File: config.mk
export PLATFORM = sky130hd
export DESIGN_NAME = port_pin_logic
export DESIGN_NICKNAME = d
export VERILOG_FILES = /design/src/core/port_pkg.sv /design/src/core/port_pin_logic.sv
export SDC_FILE = /design/constraint.sdc
export NUM_CORES = 1
export LEC_CHECK = 0
export BUFFER_PORTS_ARGS = -buffer_cell sky130_fd_sc_hd__buf_2
export CAP_MARGIN = 20
export CORE_MARGIN = 2
export CORE_UTILIZATION = 29
export DETAILED_ROUTE_END_ITERATION = 10
export HOLD_SLACK_MARGIN = 0.12
export PLACE_DENSITY = 0.48
export SETUP_SLACK_MARGIN = 0.1
export SLEW_MARGIN = 25
export SYNTH_ARGS = -nofsm -noshare
export SYNTH_HDL_FRONTEND = slang
export SYNTH_SLANG_ARGS = --single-unit
File: constraint.sdc
create_clock -name clk -period 1.15 [get_ports clk]
set_clock_uncertainty 0.15 [all_clocks]
set_input_delay 0.0575 -clock clk [delete_from_list [all_inputs] [get_ports clk]]
set_output_delay 0.0575 -clock clk [all_outputs]
set_load 0.05 [all_outputs]
File: src/core/port_pkg.sv
// Package: shared constants and carrier types for the port pin logic
package port_pkg;

    // ------------------------------------------------------------
    // Widths and reset values
    // ------------------------------------------------------------
    localparam int FIRST_PORT_WIDTH = 4;
    localparam int BIDIR_A_WIDTH = 3;
    localparam int PORT8_WIDTH = 8;
    localparam logic [3:0] FIRST_DATA_RESET = 4'h0;
    localparam logic [3:0] FIRST_CTRL_RESET = 4'h0;
    localparam logic [7:0] BYTE_RESET = 8'h00;
    localparam logic [2:0] BIDIR_A_RELEASED = 3'h7;
    localparam logic [7:0] BYTE_RELEASED = 8'hFF;

    // ------------------------------------------------------------
    // Field positions of the first port control nibble and LED data bit
    // ------------------------------------------------------------
    localparam int CTRL_DIR0_BIT = 0;
    localparam int CTRL_DIR1_BIT = 1;
    localparam int CTRL_HIGH_CURRENT_BIT = 2;
    localparam int CTRL_DIR3_BIT = 3;
    localparam int LED_BIT = 2;

    // ------------------------------------------------------------
    // Reset pin timing: shortest pulse that must register
    // ------------------------------------------------------------
    localparam int CLK_PERIOD_NS = 100;
    localparam int RESET_PULSE_MIN_NS = 50;
    localparam int RESET_PULSE_MIN_CYCLES =
        ((RESET_PULSE_MIN_NS + CLK_PERIOD_NS - 1) / CLK_PERIOD_NS < 1) ? 1 :
        (RESET_PULSE_MIN_NS + CLK_PERIOD_NS - 1) / CLK_PERIOD_NS;

    // ------------------------------------------------------------
    // Core-side write request carrier
    // ------------------------------------------------------------
    typedef struct packed {
        logic first_data_we;
        logic first_ctrl_we;
        logic input_cfg_we;
        logic input_alt_we;
        logic third_data_we;
        logic third_dir_we;
        logic [7:0] wdata;
    } core_write_type;

endpackage

File: src/core/port_pin_logic.sv
// Module: pin-level logic of the three general-purpose ports
// Operation
// - First port has four pins, each a separately addressable bit.
// - Bit 2 of first port is output only, high-current LED sink.
// - First port bits 0, 1, 3 bidirectional with independent pull-ups.
// - Eight-pin input port, pull-ups enabled together by one select bit.
// - Alternate function on an input-port pin forces its pull-up off.
// - Third port has eight bidirectional pins with individual pull-ups.
// - Either reset tri-states every pin; only the reset pin acts without a clock, core reset waits for an edge.
// - Low level on external reset pin resets without clock; hold long enough.
// - First port data register uses low four bits, upper four unused.
`timescale 1ns/100ps
module port_pin_logic
(
    input wire logic clk,
    input wire logic reset,
    input wire logic ext_reset_n,
    input wire port_pkg::core_write_type core_write,
    input wire logic [2:0] first_port_in,
    input wire logic [7:0] input_port_in,
    input wire logic [7:0] third_port_in,
    output logic [2:0] first_port_out,
    output logic [2:0] first_port_oe_n,
    output logic [2:0] first_port_pullup,
    output logic led_sink_output_pin,
    output logic led_sink_oe_n,
    output logic led_high_current,
    output logic [7:0] input_port_pullup,
    output logic [7:0] third_port_out,
    output logic [7:0] third_port_oe_n,
    output logic [7:0] third_port_pullup,
    output logic [2:0] first_port_read,
    output logic [7:0] input_port_read,
    output logic [7:0] third_port_read,
    output logic [3:0] first_data_read,
    output logic [3:0] first_ctrl_read
);

    // ------------------------------------------------------------
    // Helpers
    // ------------------------------------------------------------
    // Pull-up only when the pin is an input and its data bit is set
    function automatic logic [7:0] pullup_of(input logic [7:0] dir, input logic [7:0] data);
        pullup_of = ~dir & data;
    endfunction

    // Bits 3, 1, 0 of a first-port nibble packed into three pins
    function automatic logic [2:0] bidir_bits(input logic [3:0] nib);
        bidir_bits = {nib[3], nib[1], nib[0]};
    endfunction

    // ------------------------------------------------------------
    // Configuration and pin driver state
    // ------------------------------------------------------------
    logic [3:0] first_data;
    logic [3:0] first_ctrl;
    logic input_pullup_sel;
    logic [7:0] input_alt;
    logic [7:0] third_data;
    logic [7:0] third_dir;
    logic [3:0] next_first_data;
    logic [3:0] next_first_ctrl;
    logic next_input_pullup_sel;
    logic [7:0] next_input_alt;
    logic [7:0] next_third_data;
    logic [7:0] next_third_dir;
    logic [2:0] next_first_port_out;
    logic [2:0] next_first_port_oe_n;
    logic [2:0] next_first_port_pullup;
    logic next_led_sink_output_pin;
    logic next_led_sink_oe_n;
    logic next_led_high_current;
    logic [7:0] next_input_port_pullup;
    logic [7:0] next_third_port_out;
    logic [7:0] next_third_port_oe_n;
    logic [7:0] next_third_port_pullup;
    logic [7:0] first_dir8;
    logic [7:0] first_pull8;

    // Register writes, then pin drivers from the current register values
    always_comb
    begin
        next_first_data = first_data;
        next_first_ctrl = first_ctrl;
        next_input_pullup_sel = input_pullup_sel;
        next_input_alt = input_alt;
        next_third_data = third_data;
        next_third_dir = third_dir;
        if (core_write.first_data_we)
        begin
            next_first_data = core_write.wdata[3:0];
        end
        if (core_write.first_ctrl_we)
        begin
            next_first_ctrl = core_write.wdata[3:0];
        end
        if (core_write.input_cfg_we)
        begin
            next_input_pullup_sel = core_write.wdata[0];
        end
        if (core_write.input_alt_we)
        begin
            next_input_alt = core_write.wdata;
        end
        if (core_write.third_data_we)
        begin
            next_third_data = core_write.wdata;
        end
        if (core_write.third_dir_we)
        begin
            next_third_dir = core_write.wdata;
        end
        first_dir8 = {4'h0, first_ctrl[port_pkg::CTRL_DIR3_BIT], 1'b0,
                      first_ctrl[port_pkg::CTRL_DIR1_BIT], first_ctrl[port_pkg::CTRL_DIR0_BIT]};
        // Drive low-active enables: a set direction bit drives the pin
        next_first_port_out = bidir_bits(first_data);
        next_first_port_oe_n = ~bidir_bits(first_dir8[3:0]);
        // Function results cannot be part-selected directly, so widen through a temporary
        first_pull8 = pullup_of(first_dir8, {4'h0, first_data});
        next_first_port_pullup = bidir_bits(first_pull8[3:0]);
        next_led_sink_output_pin = first_data[port_pkg::LED_BIT];
        next_led_sink_oe_n = 1'b0;
        next_led_high_current = first_ctrl[port_pkg::CTRL_HIGH_CURRENT_BIT];
        next_input_port_pullup = {8{input_pullup_sel}} & ~input_alt;
        next_third_port_out = third_data;
        next_third_port_oe_n = ~third_dir;
        next_third_port_pullup = pullup_of(third_dir, third_data);
    end

    // Async preset on the reset pin: pins float even with no clock running
    always_ff @(posedge clk or negedge ext_reset_n)
    begin
        if (!ext_reset_n)
        begin
            first_data <= port_pkg::FIRST_DATA_RESET;
            first_ctrl <= port_pkg::FIRST_CTRL_RESET;
            input_pullup_sel <= 1'b0;
            input_alt <= port_pkg::BYTE_RESET;
            third_data <= port_pkg::BYTE_RESET;
            third_dir <= port_pkg::BYTE_RESET;
            first_port_out <= 3'h0;
            first_port_oe_n <= port_pkg::BIDIR_A_RELEASED;
            first_port_pullup <= 3'h0;
            led_sink_output_pin <= 1'b0;
            led_sink_oe_n <= 1'b1;
            led_high_current <= 1'b0;
            input_port_pullup <= port_pkg::BYTE_RESET;
            third_port_out <= port_pkg::BYTE_RESET;
            third_port_oe_n <= port_pkg::BYTE_RELEASED;
            third_port_pullup <= port_pkg::BYTE_RESET;
        end
        else if (reset)
        begin
            first_data <= port_pkg::FIRST_DATA_RESET;
            first_ctrl <= port_pkg::FIRST_CTRL_RESET;
            input_pullup_sel <= 1'b0;
            input_alt <= port_pkg::BYTE_RESET;
            third_data <= port_pkg::BYTE_RESET;
            third_dir <= port_pkg::BYTE_RESET;
            first_port_out <= 3'h0;
            first_port_oe_n <= port_pkg::BIDIR_A_RELEASED;
            first_port_pullup <= 3'h0;
            led_sink_output_pin <= 1'b0;
            led_sink_oe_n <= 1'b1;
            led_high_current <= 1'b0;
            input_port_pullup <= port_pkg::BYTE_RESET;
            third_port_out <= port_pkg::BYTE_RESET;
            third_port_oe_n <= port_pkg::BYTE_RELEASED;
            third_port_pullup <= port_pkg::BYTE_RESET;
        end
        else
        begin
            first_data <= next_first_data;
            first_ctrl <= next_first_ctrl;
            input_pullup_sel <= next_input_pullup_sel;
            input_alt <= next_input_alt;
            third_data <= next_third_data;
            third_dir <= next_third_dir;
            first_port_out <= next_first_port_out;
            first_port_oe_n <= next_first_port_oe_n;
            first_port_pullup <= next_first_port_pullup;
            led_sink_output_pin <= next_led_sink_output_pin;
            led_sink_oe_n <= next_led_sink_oe_n;
            led_high_current <= next_led_high_current;
            input_port_pullup <= next_input_port_pullup;
            third_port_out <= next_third_port_out;
            third_port_oe_n <= next_third_port_oe_n;
            third_port_pullup <= next_third_port_pullup;
        end
    end

    // ------------------------------------------------------------
    // Pin input synchronisers and read-back
    // ------------------------------------------------------------
    logic [18:0] pin_meta;
    logic [18:0] pin_sync;
    logic [18:0] next_pin_meta;
    logic [18:0] next_pin_sync;

    // Two flops per pin; the led sink pin has no input path
    always_comb
    begin
        next_pin_meta = {first_port_in, input_port_in, third_port_in};
        next_pin_sync = pin_meta;
    end

    always_ff @(posedge clk)
    begin
        pin_meta <= next_pin_meta;
        pin_sync <= next_pin_sync;
    end

    assign first_port_read = pin_sync[18:16];
    assign input_port_read = pin_sync[15:8];
    assign third_port_read = pin_sync[7:0];
    assign first_data_read = first_data;
    assign first_ctrl_read = first_ctrl;

    // ------------------------------------------------------------
    // Assertions
    // ------------------------------------------------------------
    property p_first_write;
        @(posedge clk) disable iff (reset || !ext_reset_n)
        core_write.first_data_we ##1 !reset && ext_reset_n |=> first_port_out == bidir_bits($past(first_data));
    endproperty
    a_first_write: assert property (p_first_write) else $error("First port pins miss written data");

    property p_led_driven;
        @(posedge clk) disable iff (reset || !ext_reset_n)
        $past(ext_reset_n) && !$past(reset) |-> !led_sink_oe_n && led_sink_output_pin == $past(first_data[2]);
    endproperty
    a_led_driven: assert property (p_led_driven) else $error("LED sink pin not driven with its bit");

    property p_first_pullup;
        @(posedge clk) disable iff (reset || !ext_reset_n)
        $past(ext_reset_n) && !$past(reset) |->
            first_port_pullup == bidir_bits(~$past(first_ctrl) & $past(first_data));
    endproperty
    a_first_pullup: assert property (p_first_pullup) else $error("First port pull-up mismatch");

    property p_input_pullup;
        @(posedge clk) disable iff (reset || !ext_reset_n)
        core_write.input_cfg_we && !core_write.input_alt_we && core_write.wdata[0] && input_alt == 8'h00
            ##1 !reset ##1 !reset |-> input_port_pullup == 8'hFF;
    endproperty
    a_input_pullup: assert property (p_input_pullup) else $error("Common pull-up select not applied");

    property p_alt_kills_pullup;
        @(posedge clk) disable iff (reset || !ext_reset_n)
        $past(ext_reset_n) && !$past(reset) |-> (input_port_pullup & $past(input_alt)) == 8'h00;
    endproperty
    a_alt_kills_pullup: assert property (p_alt_kills_pullup) else $error("Pull-up left on alternate pin");

    property p_third_port;
        @(posedge clk) disable iff (reset || !ext_reset_n)
        $past(ext_reset_n) && !$past(reset) |->
            third_port_oe_n == ~$past(third_dir) && third_port_pullup == (~$past(third_dir) & $past(third_data));
    endproperty
    a_third_port: assert property (p_third_port) else $error("Third port drive or pull-up mismatch");

    property p_reset_floats;
        @(posedge clk) disable iff (1'b0)
        !ext_reset_n || $past(reset) |-> first_port_oe_n == 3'h7 && led_sink_oe_n && third_port_oe_n == 8'hFF;
    endproperty
    a_reset_floats: assert property (p_reset_floats) else $error("Pins driven during reset");

    property p_ext_reset;
        @(posedge clk) disable iff (1'b0)
        !ext_reset_n |-> first_data == 4'h0 && third_port_pullup == 8'h00 && input_port_pullup == 8'h00;
    endproperty
    a_ext_reset: assert property (p_ext_reset) else $error("Reset pin did not reset state");

    property p_upper_unused;
        @(posedge clk) disable iff (reset || !ext_reset_n)
        core_write.first_data_we |=> first_data == $past(core_write.wdata[3:0]);
    endproperty
    a_upper_unused: assert property (p_upper_unused) else $error("First data nibble not stored");

    property p_dir_select;
        @(posedge clk) disable iff (reset || !ext_reset_n)
        core_write.third_dir_we && core_write.wdata == 8'hFF ##1 ext_reset_n && !reset ##1 !reset |->
            third_port_oe_n == 8'h00 && third_port_pullup == 8'h00;
    endproperty
    a_dir_select: assert property (p_dir_select) else $error("Output pins keep pull-ups");

endmodule

==> results.sh, run 1 <==
export IMPL_outcome="finished, violations left"
export IMPL_failed_checks="negative hold slack, negative setup slack"
export IMPL_final_cells=555
export IMPL_switching_share=0.2492
export IMPL_crit_path_max_fanout=1
export IMPL_synth_top_area_frac=0.4625
export IMPL_antenna_found_initial=0
export IMPL_avgRoutedWirePerCell_um=13.71
export IMPL_gr_usage_all_layers=0.1287
export IMPL_critPathArrivalTime_ns=1.09
export IMPL_start_util=0.2953
export IMPL_netlist_area_um2=3517
export IMPL_diodes=0
export IMPL_worst_slew_pin_slew_ns=0.4136
export IMPL_fin_crit_sh=1.126
export IMPL_min_path_type="in -> reg"
export IMPL_power_density_nw_per_um2=1822
export IMPL_dr_pass1_iters=3
export IMPL_postRouteAntennaNets=0
export IMPL_timing_final_ws_setup_ns=-0.1453
export IMPL_layout_commonest_cell="dfrtp_1"
export IMPL_seqPwrFrac=0.409
export IMPL_routed_wl_um=7607
export IMPL_io_pins=107
export IMPL_hold_violations=40
export IMPL_grt_pass1_vias=2360
export IMPL_vias=2265
export IMPL_critPathKind="reg -> out"
export IMPL_power_switching_uw=2656
export IMPL_avgSynthCellArea_um2=14.84
export IMPL_crit_required_ns=0.94
export IMPL_die_area_um2=13020
export IMPL_yosysWarningCount=0
export IMPL_dp_cells=482
export IMPL_overflow=0
export IMPL_vias_per_cell=4.081
export IMPL_place_congestion=0.7076
export IMPL_pre_cts_ws_ns=0.1584
export IMPL_port_buffers=106
export IMPL_layout_common_cells="dfrtp_1 (57), nor2_1 (41), buf_6 (39), dlygate4sd3_1 (35)"
export IMPL_layout_drive_gt1_share=0.4902
export IMPL_htree_num_levels=4
export IMPL_setup_viol=24
export IMPL_fin_setup_tns_ns=-1.881
export IMPL_slew_limit_headroom=0.7243
export IMPL_drt_initial_drc_count=51
export IMPL_hpwl_um=4620
export IMPL_start_kind="register"
export IMPL_synth_seq_area_share=0.7684
export IMPL_synth_fp_nets=273
export IMPL_nets=431
export IMPL_clock_fmax_mhz=772.0
export IMPL_cts_root_buf="clkbuf_16"
export IMPL_p_leak_uw=0.002812
export IMPL_min_period_ns=1.295
export IMPL_cpPeakStageDelay_ns=0.54
export IMPL_grt_max_degree=78
export IMPL_core_area_um2=11910
export IMPL_rows=40
export IMPL_crit_family="flip-flops"
export IMPL_power_internal_uw=8003
export IMPL_grt_pass1_wl_um=12370
export IMPL_tritoncts="done"
export IMPL_worst_hold_slack_ns=-0.1467
export IMPL_die_y_um=114.1
export IMPL_synth_largest_area_cell="dfrtp_1"
export IMPL_syn_to_final_growth_pct=66.31
export IMPL_cts_num_sinks=115
export IMPL_cap_viol_max_count=0
export IMPL_ys_types=13
export IMPL_critPathBufInv=1
export IMPL_fillers=1052
export IMPL_clk_pin_slew_ns=0.06
export IMPL_critical_path_slowest_cell="dfstp_2"
export IMPL_p_clk_frac=0.481
export IMPL_rsz0062_at_grt="true"
export IMPL_cts_made_buffers=17
export IMPL_cp_cell_sequence="buf_8"
export IMPL_synth_seq_cells=115
export IMPL_peakVddDrop_v=0.001185
export IMPL_synth_area_leaders="dfrtp_1 (46%), dfxtp_1 (22%), mux2i_1 (9.4%), dfstp_2 (9.0%), nor2_1 (4.4%)"
export IMPL_drc=0
export IMPL_slew_violations=0
export IMPL_comb_power_share=0.110
export IMPL_clk_latency_ns=0.41
export IMPL_end_kind="output pin"
export IMPL_synth_cells=237
export IMPL_cts_path_max_buffers=2
export IMPL_dieWidth_um=114.1
export IMPL_power_uw=10660
==> cell families after synthesis <==
logic type / after synthesis / share of synthesized area
DFF: 115 / 0.7684
and+or+nand+nor: 77 / 0.1156
muxes: 33 / 0.09392
buffers and inverters: 12 / 0.02205
==> through the flow <==
| stage | area (µm²) | util |
|---|---|---|
| 4_1_cts | 5808 | 0.4876 |
| 2_1_floorplan | 3542 | - |
| 5_1_grt | 5849 | 0.4911 |
| 6_report | 5849 | 0.4911 |
| 3_3_place_gp | 4249 | 0.3567 |
| 3_5_place_dp | 4249 | 0.3567 |
==> area by class of cell <==
type / instances / area [µm²] / area share
multi-input combinational: 110 / 762.0 / 0.1303
timing repair buffer: 151 / 1573 / 0.2689
clock buffer: 19 / 475.5 / 0.08128
clock inverter: 13 / 118.9 / 0.02032
tap: 147 / 183.9 / 0.03144
sequential: 115 / 2736 / 0.4678
==> power groups by stage <==
stage | clock (µW) | sequential [µW] | combinational, µW
2_1_floorplan | 0 | 4760 | 212
3_3_place_gp | 0 | 4380 | 888
3_5_place_dp | 0 | 4380 | 897
4_1_cts | 5280 | 4360 | 1180
5_1_grt | 5460 | 4380 | 1250
6_report | 5130 | 4360 | 1180
==> worst paths after layout <==
path / cells after the start / from / slack (ns) / end
min reg2reg: 0 / next_pin_sync[2]$_DFF_P_ / 0.17 / pin_sync[2]$_DFF_P_
max: 1 / first_port_oe_n[0]$_DFF_PN1_ / -0.15 / first_port_oe_n[0]
min: 2 / reset / -0.15 / led_sink_oe_n$_DFF_PN1_
max reg2reg: 3 / first_data_read[0]$_DFFE_PN0P_ / 0.10 / first_port_pullup[0]$_DFF_PN0_
min in group asynchronous: 3 / ext_reset_n / 0.06 / third_port_pullup[4]$_DFF_PN0_
max in group asynchronous: 3 / ext_reset_n / 0.42 / first_port_oe_n[2]$_DFF_PN1_
==> synth_stat cells <==
cell,instances
nor2_1,41
dfstp_2,12
clkbuf_1,1
dfxtp_1,38
buf_6,1
buf_2,4
nor2b_1,13
nand2b_1,12
clkbuf_2,1
nor2b_2,11
mux2i_1,33
dfrtp_1,65
buf_4,5
==> routing by layer <==
metal | global-route usage | vias up | routed length [µm]
met5 | 0 | - | 0
met4 | 0.05610 | 0 | 101
met3 | 0.08100 | 10 | 767
met2 | 0.1948 | 85 | 3634
met1 | 0.1443 | 1101 | 3103
li1 | - | 1069 | -
==> flip-flops by register name (all words and copies together) (netlist names), 3 cells and up <==
signal / flops
third_port_pullup: 8
third_port_oe_n: 8
next_pin_sync: 19
input_alt: 8
pin_sync: 19
first_port_pullup: 3
next_third_port_out: 8
input_port_pullup: 8
first_ctrl_read: 4
first_port_out: 3
first_port_oe_n: 3
third_port_out: 8
third_dir: 8
first_data_read: 4
==> timing repair <==
item	in CTS	in global routing
hold endpoints to repair	171	97
buffers inserted	4	2
hold buffers	35	1
setup endpoints to repair	71	87
resized for setup	192	8
No activity file was read; power rests on OpenSTA's default activity.
==> inputs of run 2 (changes only) <==
--- a/config.mk
+++ b/config.mk
@@ -17,3 +17,4 @@
 export SYNTH_ARGS = -nofsm -noshare
 export SYNTH_HDL_FRONTEND = slang
 export SYNTH_SLANG_ARGS = --single-unit
+export TNS_END_PERCENT = 1
==> run 2 against run 1 <==
Effect of this change: the run ends with negative setup slack left; critical path depth unchanged; sequential cell count unchanged; global-route usage increased by 0.38 points; routed wire length is 0.43% higher; final cell count decreased by 1.3%; register-to-register slack improved by 0.09 ns; utilization down 0.16 points; die area unchanged; count of clock-buffer cells in the layout up 3; total power is 1.5% higher; combinational power hardly changed; clock power rose by 4%; critical path type unchanged; critical endpoint unchanged; largest power group unchanged.
==> results.sh, run 2 (synthesis gave the netlist of run 1 again) <==
export IMPL_nets=424
export IMPL_slew_violations=0
export IMPL_diodes=0
export IMPL_cp_cell_sequence="buf_8"
export IMPL_routed_wl_um=7640
export IMPL_cap_viol_max_count=0
export IMPL_timing_final_ws_setup_ns=-0.1619
export IMPL_dieWidth_um=114.1
export IMPL_start_kind="register"
export IMPL_dr_pass1_iters=3
export IMPL_slew_limit_headroom=0.7227
export IMPL_die_y_um=114.1
export IMPL_die_area_um2=13020
export IMPL_gr_usage_all_layers=0.1325
export IMPL_rr_startpoint="input_pullup_sel$_DFFE_PN0P_"
export IMPL_vias=2223
export IMPL_io_pins=107
export IMPL_critPathKind="reg -> out"
export IMPL_cpPeakStageDelay_ns=0.54
export IMPL_reg2reg_to="input_port_pullup[2]$_DFF_PN0_"
export IMPL_grt_max_degree=78
export IMPL_drc=0
export IMPL_p_leak_uw=0.002786
export IMPL_layout_drive_gt1_share=0.4738
export IMPL_syn_to_final_growth_pct=65.78
export IMPL_cts_made_buffers=17
export IMPL_clk_pin_slew_ns=0.06
export IMPL_fin_area_um2=5831
export IMPL_crit_start="first_port_oe_n[0]$_DFF_PN1_"
export IMPL_grt_pass1_wl_um=12480
export IMPL_peakVddDrop_v=0.001050
export IMPL_min_period_ns=1.312
export IMPL_clk_latency_ns=0.42
export IMPL_critical_path_slowest_cell="dfstp_2"
export IMPL_vias_per_cell=4.057
export IMPL_antenna_found_initial=0
export IMPL_place_congestion=0.6744
export IMPL_critPathBufInv=1
export IMPL_overflow=0
export IMPL_layout_commonest_cell="dfrtp_1"
export IMPL_crit_required_ns=0.94
export IMPL_r2r_cells=2
export IMPL_hpwl_um=4576
export IMPL_rsz0062_at_grt="true"
export IMPL_core_area_um2=11910
export IMPL_drt_initial_drc_count=51
export IMPL_avgRoutedWirePerCell_um=13.94
export IMPL_placedInstanceArea_um2=4237
export IMPL_grt_pass1_vias=2407
export IMPL_crit_path_max_fanout=1
export IMPL_crit_family="flip-flops"
export IMPL_layout_common_cells="dfrtp_1 (61), nor2_1 (41), buf_6 (39), dlygate4sd3_1 (35), mux2i_1 (33)"
export IMPL_setup_viol=36
export IMPL_final_util=0.4895
export IMPL_failed_checks="negative setup slack"
export IMPL_postRouteAntennaNets=0
export IMPL_cts_hold_buf=35
export IMPL_tritoncts="done"
export IMPL_cts_num_sinks=115
export IMPL_min_path_type="in -> async"
export IMPL_start_util=0.2953
export IMPL_post_cts_buffers=0
export IMPL_fillers=1048
export IMPL_htree_num_levels=4
export IMPL_r2r_slack_ns=0.19
export IMPL_outcome="finished, violations left"
export IMPL_end_kind="output pin"
export IMPL_hold_violations=0
export IMPL_cts_path_max_buffers=2
export IMPL_power_density_nw_per_um2=1855
export IMPL_fin_crit_sh=1.141
export IMPL_port_buffers=106
export IMPL_critPathArrivalTime_ns=1.10
export IMPL_rows=40
export IMPL_clock_fmax_mhz=762.3
export IMPL_cts_root_buf="clkbuf_16"
export IMPL_worst_slew_pin_slew_ns=0.4160
==> run 2: cell types whose count changed in the layout (fill, tap and decap cells not counted), moves of 2 or more <==
cell / change
buf_4: -6
clkinv_2: -2
dfrtp_2: -4
nor2b_4: +3
nor2b_1: -2
dfrtp_1: +4
clkbuf_16: +2
inv_4: -2
clkinvlp_4: +2
==> run 2: routing by layer <==
layer  vias up  GRT usage  part of all wire
li1       1053          -                 -
met1      1074     0.1470              0.41
met2        83     0.1984              0.47
met3        13    0.08205             0.095
met4         0    0.06829             0.019
met5         -          0                 0
==> run 2: per-stage QoR <==
step / setup TNS, ns / hold WS, ns / setup slack, ns / cells / power, µW
2_1_floorplan: 0 / -0.3881 / 0.07863 / 237 / 4972
3_3_place_gp: 0 / -0.03962 / 0.1912 / 481 / 5263
3_5_place_dp: 0 / -0.03531 / 0.1735 / 481 / 5276
4_1_cts: -3.368 / 0.06565 / -0.1744 / 548 / 10940
5_1_grt: -4.131 / 0.1004 / -0.1982 / 548 / 11260
6_report: -2.333 / 0.04394 / -0.1619 / 548 / 10820
==> run 2: area by class of cell <==
class                   instances  area [µm²]  area share
repair buffers                144        1515      0.2599
well taps                     147       183.9     0.03155
flip-flops and latches        115        2731      0.4685
multi-input cells             110       779.5      0.1337
clock inverters                10       81.33     0.01395
clock buffers                  22       539.3     0.09249
==> run 2: where the power goes <==
part	leakage, µW	internal [µW]	total [µW]	switching [µW]
Sequential	0.00132	4240	4350	109
Clock	0.000300	3350	5310	1950
Combinational	0.00117	496	1160	662
Total	0.00279	8090	10800	2720
==> run 2: tightest hold or removal path, stage by stage <==
cell and delay (ns):
dlygate4sd3_1 0.53, buf_4 0.11, buf_12 0.32
==> run 2: worst max-delay path by stage <==
stage,to,slack (ns),cells past startpoint
global route,first_port_oe_n[0],-0.20,1
CTS,first_port_oe_n[0],-0.17,1
detailed placement,input_port_pullup[0]$_DFF_PN0_,0.17,2
floorplan,first_ctrl_read[1]$_DFFE_PN0P_,0.08,2
global placement,input_port_pullup[5]$_DFF_PN0_,0.19,2
finish,first_port_oe_n[0],-0.16,1
==> run 2: timing repair <==
item,CTS,global route
resized for setup,192,11
endpoints found under the hold margin,173,70
endpoints found under the setup margin,71,79
==> inputs of run 3 (changes only) <==
--- a/config.mk
+++ b/config.mk
@@ -13,6 +13,7 @@
 export HOLD_SLACK_MARGIN = 0.12
 export PLACE_DENSITY = 0.48
 export SETUP_SLACK_MARGIN = 0.1
+export SKIP_LAST_GASP = 1
 export SLEW_MARGIN = 25
 export SYNTH_ARGS = -nofsm -noshare
 export SYNTH_HDL_FRONTEND = slang
==> run 3 against run 2 <==
Effect of this change: the flow still finishes with violations (negative setup slack); routed wire length shrank 3.8%; count of clock-buffer cells in the layout is the same; highest routed layer unchanged; register-to-register slack is essentially flat; sequential cell count is the same; first-iteration DRC count grew 12%.
==> results.sh, run 3 (synthesis gave the netlist of run 1 again) <==
export IMPL_outcome="finished, violations left"
export IMPL_failed_checks="negative setup slack"
export IMPL_start_util=0.2953
export IMPL_slew_limit_headroom=0.7173
export IMPL_port_buffers=106
export IMPL_antenna_found_initial=0
export IMPL_drc=0
export IMPL_clk_pin_slew_ns=0.06
export IMPL_diodes=0
export IMPL_fillers=1103
export IMPL_core_area_um2=11910
export IMPL_critPathBufInv=1
export IMPL_nets=424
export IMPL_critPathArrivalTime_ns=1.10
export IMPL_overflow=0
export IMPL_grt_pass1_wl_um=11900
export IMPL_dieWidth_um=114.1
export IMPL_min_period_ns=1.303
export IMPL_cap_viol_max_count=0
export IMPL_die_area_um2=13020
export IMPL_cts_hold_buf=35
export IMPL_vias_per_cell=4.009
export IMPL_cpPeakStageDelay_ns=0.54
export IMPL_setup_viol=71
export IMPL_vias=2197
export IMPL_rows=40
export IMPL_pre_cts_ws_ns=0.1735
export IMPL_hpwl_um=4576
export IMPL_start_kind="register"
export IMPL_placedInstanceArea_um2=4237
export IMPL_crit_path_max_fanout=1
export IMPL_cts_path_max_buffers=2
export IMPL_routed_wl_um=7352
export IMPL_syn_to_final_growth_pct=50.37
export IMPL_post_cts_buffers=0
export IMPL_avgRoutedWirePerCell_um=13.42
export IMPL_power_density_nw_per_um2=2004
export IMPL_clock_fmax_mhz=767.5
export IMPL_cp_cell_sequence="buf_8"
export IMPL_postRouteAntennaNets=0
export IMPL_worst_slew_pin_slew_ns=0.4240
export IMPL_r2r_cells=2
export IMPL_layout_commonest_cell="buf_2"
export IMPL_timing_final_ws_setup_ns=-0.1530
export IMPL_fin_setup_tns_ns=-4.486
export IMPL_gr_usage_all_layers=0.1264
export IMPL_crit_required_ns=0.94
export IMPL_io_pins=107
export IMPL_htree_num_levels=4
export IMPL_crit_cells=1
export IMPL_cts_made_buffers=17
export IMPL_min_path_type="in -> async"
export IMPL_p_leak_uw=0.002659
export IMPL_fin_crit_sh=1.133
export IMPL_fin_area_um2=5289
export IMPL_rsz0062_at_grt="true"
export IMPL_peakVddDrop_v=0.001058
export IMPL_layout_drive_gt1_share=0.4190
export IMPL_clk_latency_ns=0.41
export IMPL_tritoncts="done"
export IMPL_die_y_um=114.1
export IMPL_hold_violations=0
export IMPL_grt_max_degree=78
export IMPL_critical_path_slowest_cell="dfstp_2"
export IMPL_grt_pass1_vias=2321
export IMPL_dr_pass1_iters=4
export IMPL_end_kind="output pin"
export IMPL_place_congestion=0.6744
export IMPL_layout_common_cells="buf_2 (92), dfrtp_1 (61), nor2_1 (41), dfxtp_1 (38), dlygate4sd3_1 (35)"
export IMPL_crit_family="flip-flops"
export IMPL_slew_violations=0
export IMPL_drt_initial_drc_count=57
export IMPL_critPathKind="reg -> out"
export IMPL_cts_root_buf="clkbuf_16"
export IMPL_cts_num_sinks=115
## run 3: routing by layer
metal  part of all wire  GRT usage
met5                  0          0
met3              0.089    0.07570
met2               0.46     0.1861
met1               0.43     0.1431
met4              0.017    0.06829
## run 3: cell type report
class | instances | area (µm²) | area share
timing repair buffer | 144 | 1025 | 0.1938
multi-input combinational | 110 | 752.0 | 0.1422
tap | 147 | 183.9 | 0.03478
clock buffer | 22 | 539.3 | 0.1020
clock inverter | 10 | 81.33 | 0.01538
sequential | 115 | 2708 | 0.5119
## run 3: repair_timing
action                                  in CTS  in global routing
endpoints found under the setup margin      71                 78
resized for setup                           26                  0
hold endpoints to repair                   173                 70
## run 3: report_power, final
group	internal, µW	total (µW)	switching, µW
Sequential	4240	4310	75.0
Clock	3360	5290	1940
Combinational	338	994	657
## run 3: final timing paths
path,startpoint,end,slack [ns]
worst max-delay path,first_port_oe_n[0]$_DFF_PN1_,first_port_oe_n[0],-0.15
worst min-delay path,ext_reset_n,third_port_out[4]$_DFF_PN0_,0.04
worst max register to register,input_pullup_sel$_DFFE_PN0P_,input_port_pullup[2]$_DFF_PN0_,0.19
worst min register to register,next_pin_sync[12]$_DFF_P_,pin_sync[12]$_DFF_P_,0.17
max in group asynchronous,ext_reset_n,first_port_oe_n[2]$_DFF_PN1_,0.42
min in group clk,third_port_in[7],next_pin_sync[7]$_DFF_P_,0.12
## run 3: through the flow
| step | cells | hold WS [ns] | utilization | power, µW |
|---|---|---|---|---|
| final | 548 | 0.04290 | 0.4440 | 10600 |
| after global placement | 481 | -0.03962 | 0.3557 | 5263 |
| after floorplan | 237 | -0.3881 | - | 4972 |
| after global routing | 548 | 0.1000 | 0.4440 | 11040 |
| after detailed placement | 481 | -0.03531 | 0.3557 | 5276 |
| after CTS | 548 | 0.06565 | 0.4440 | 10750 |
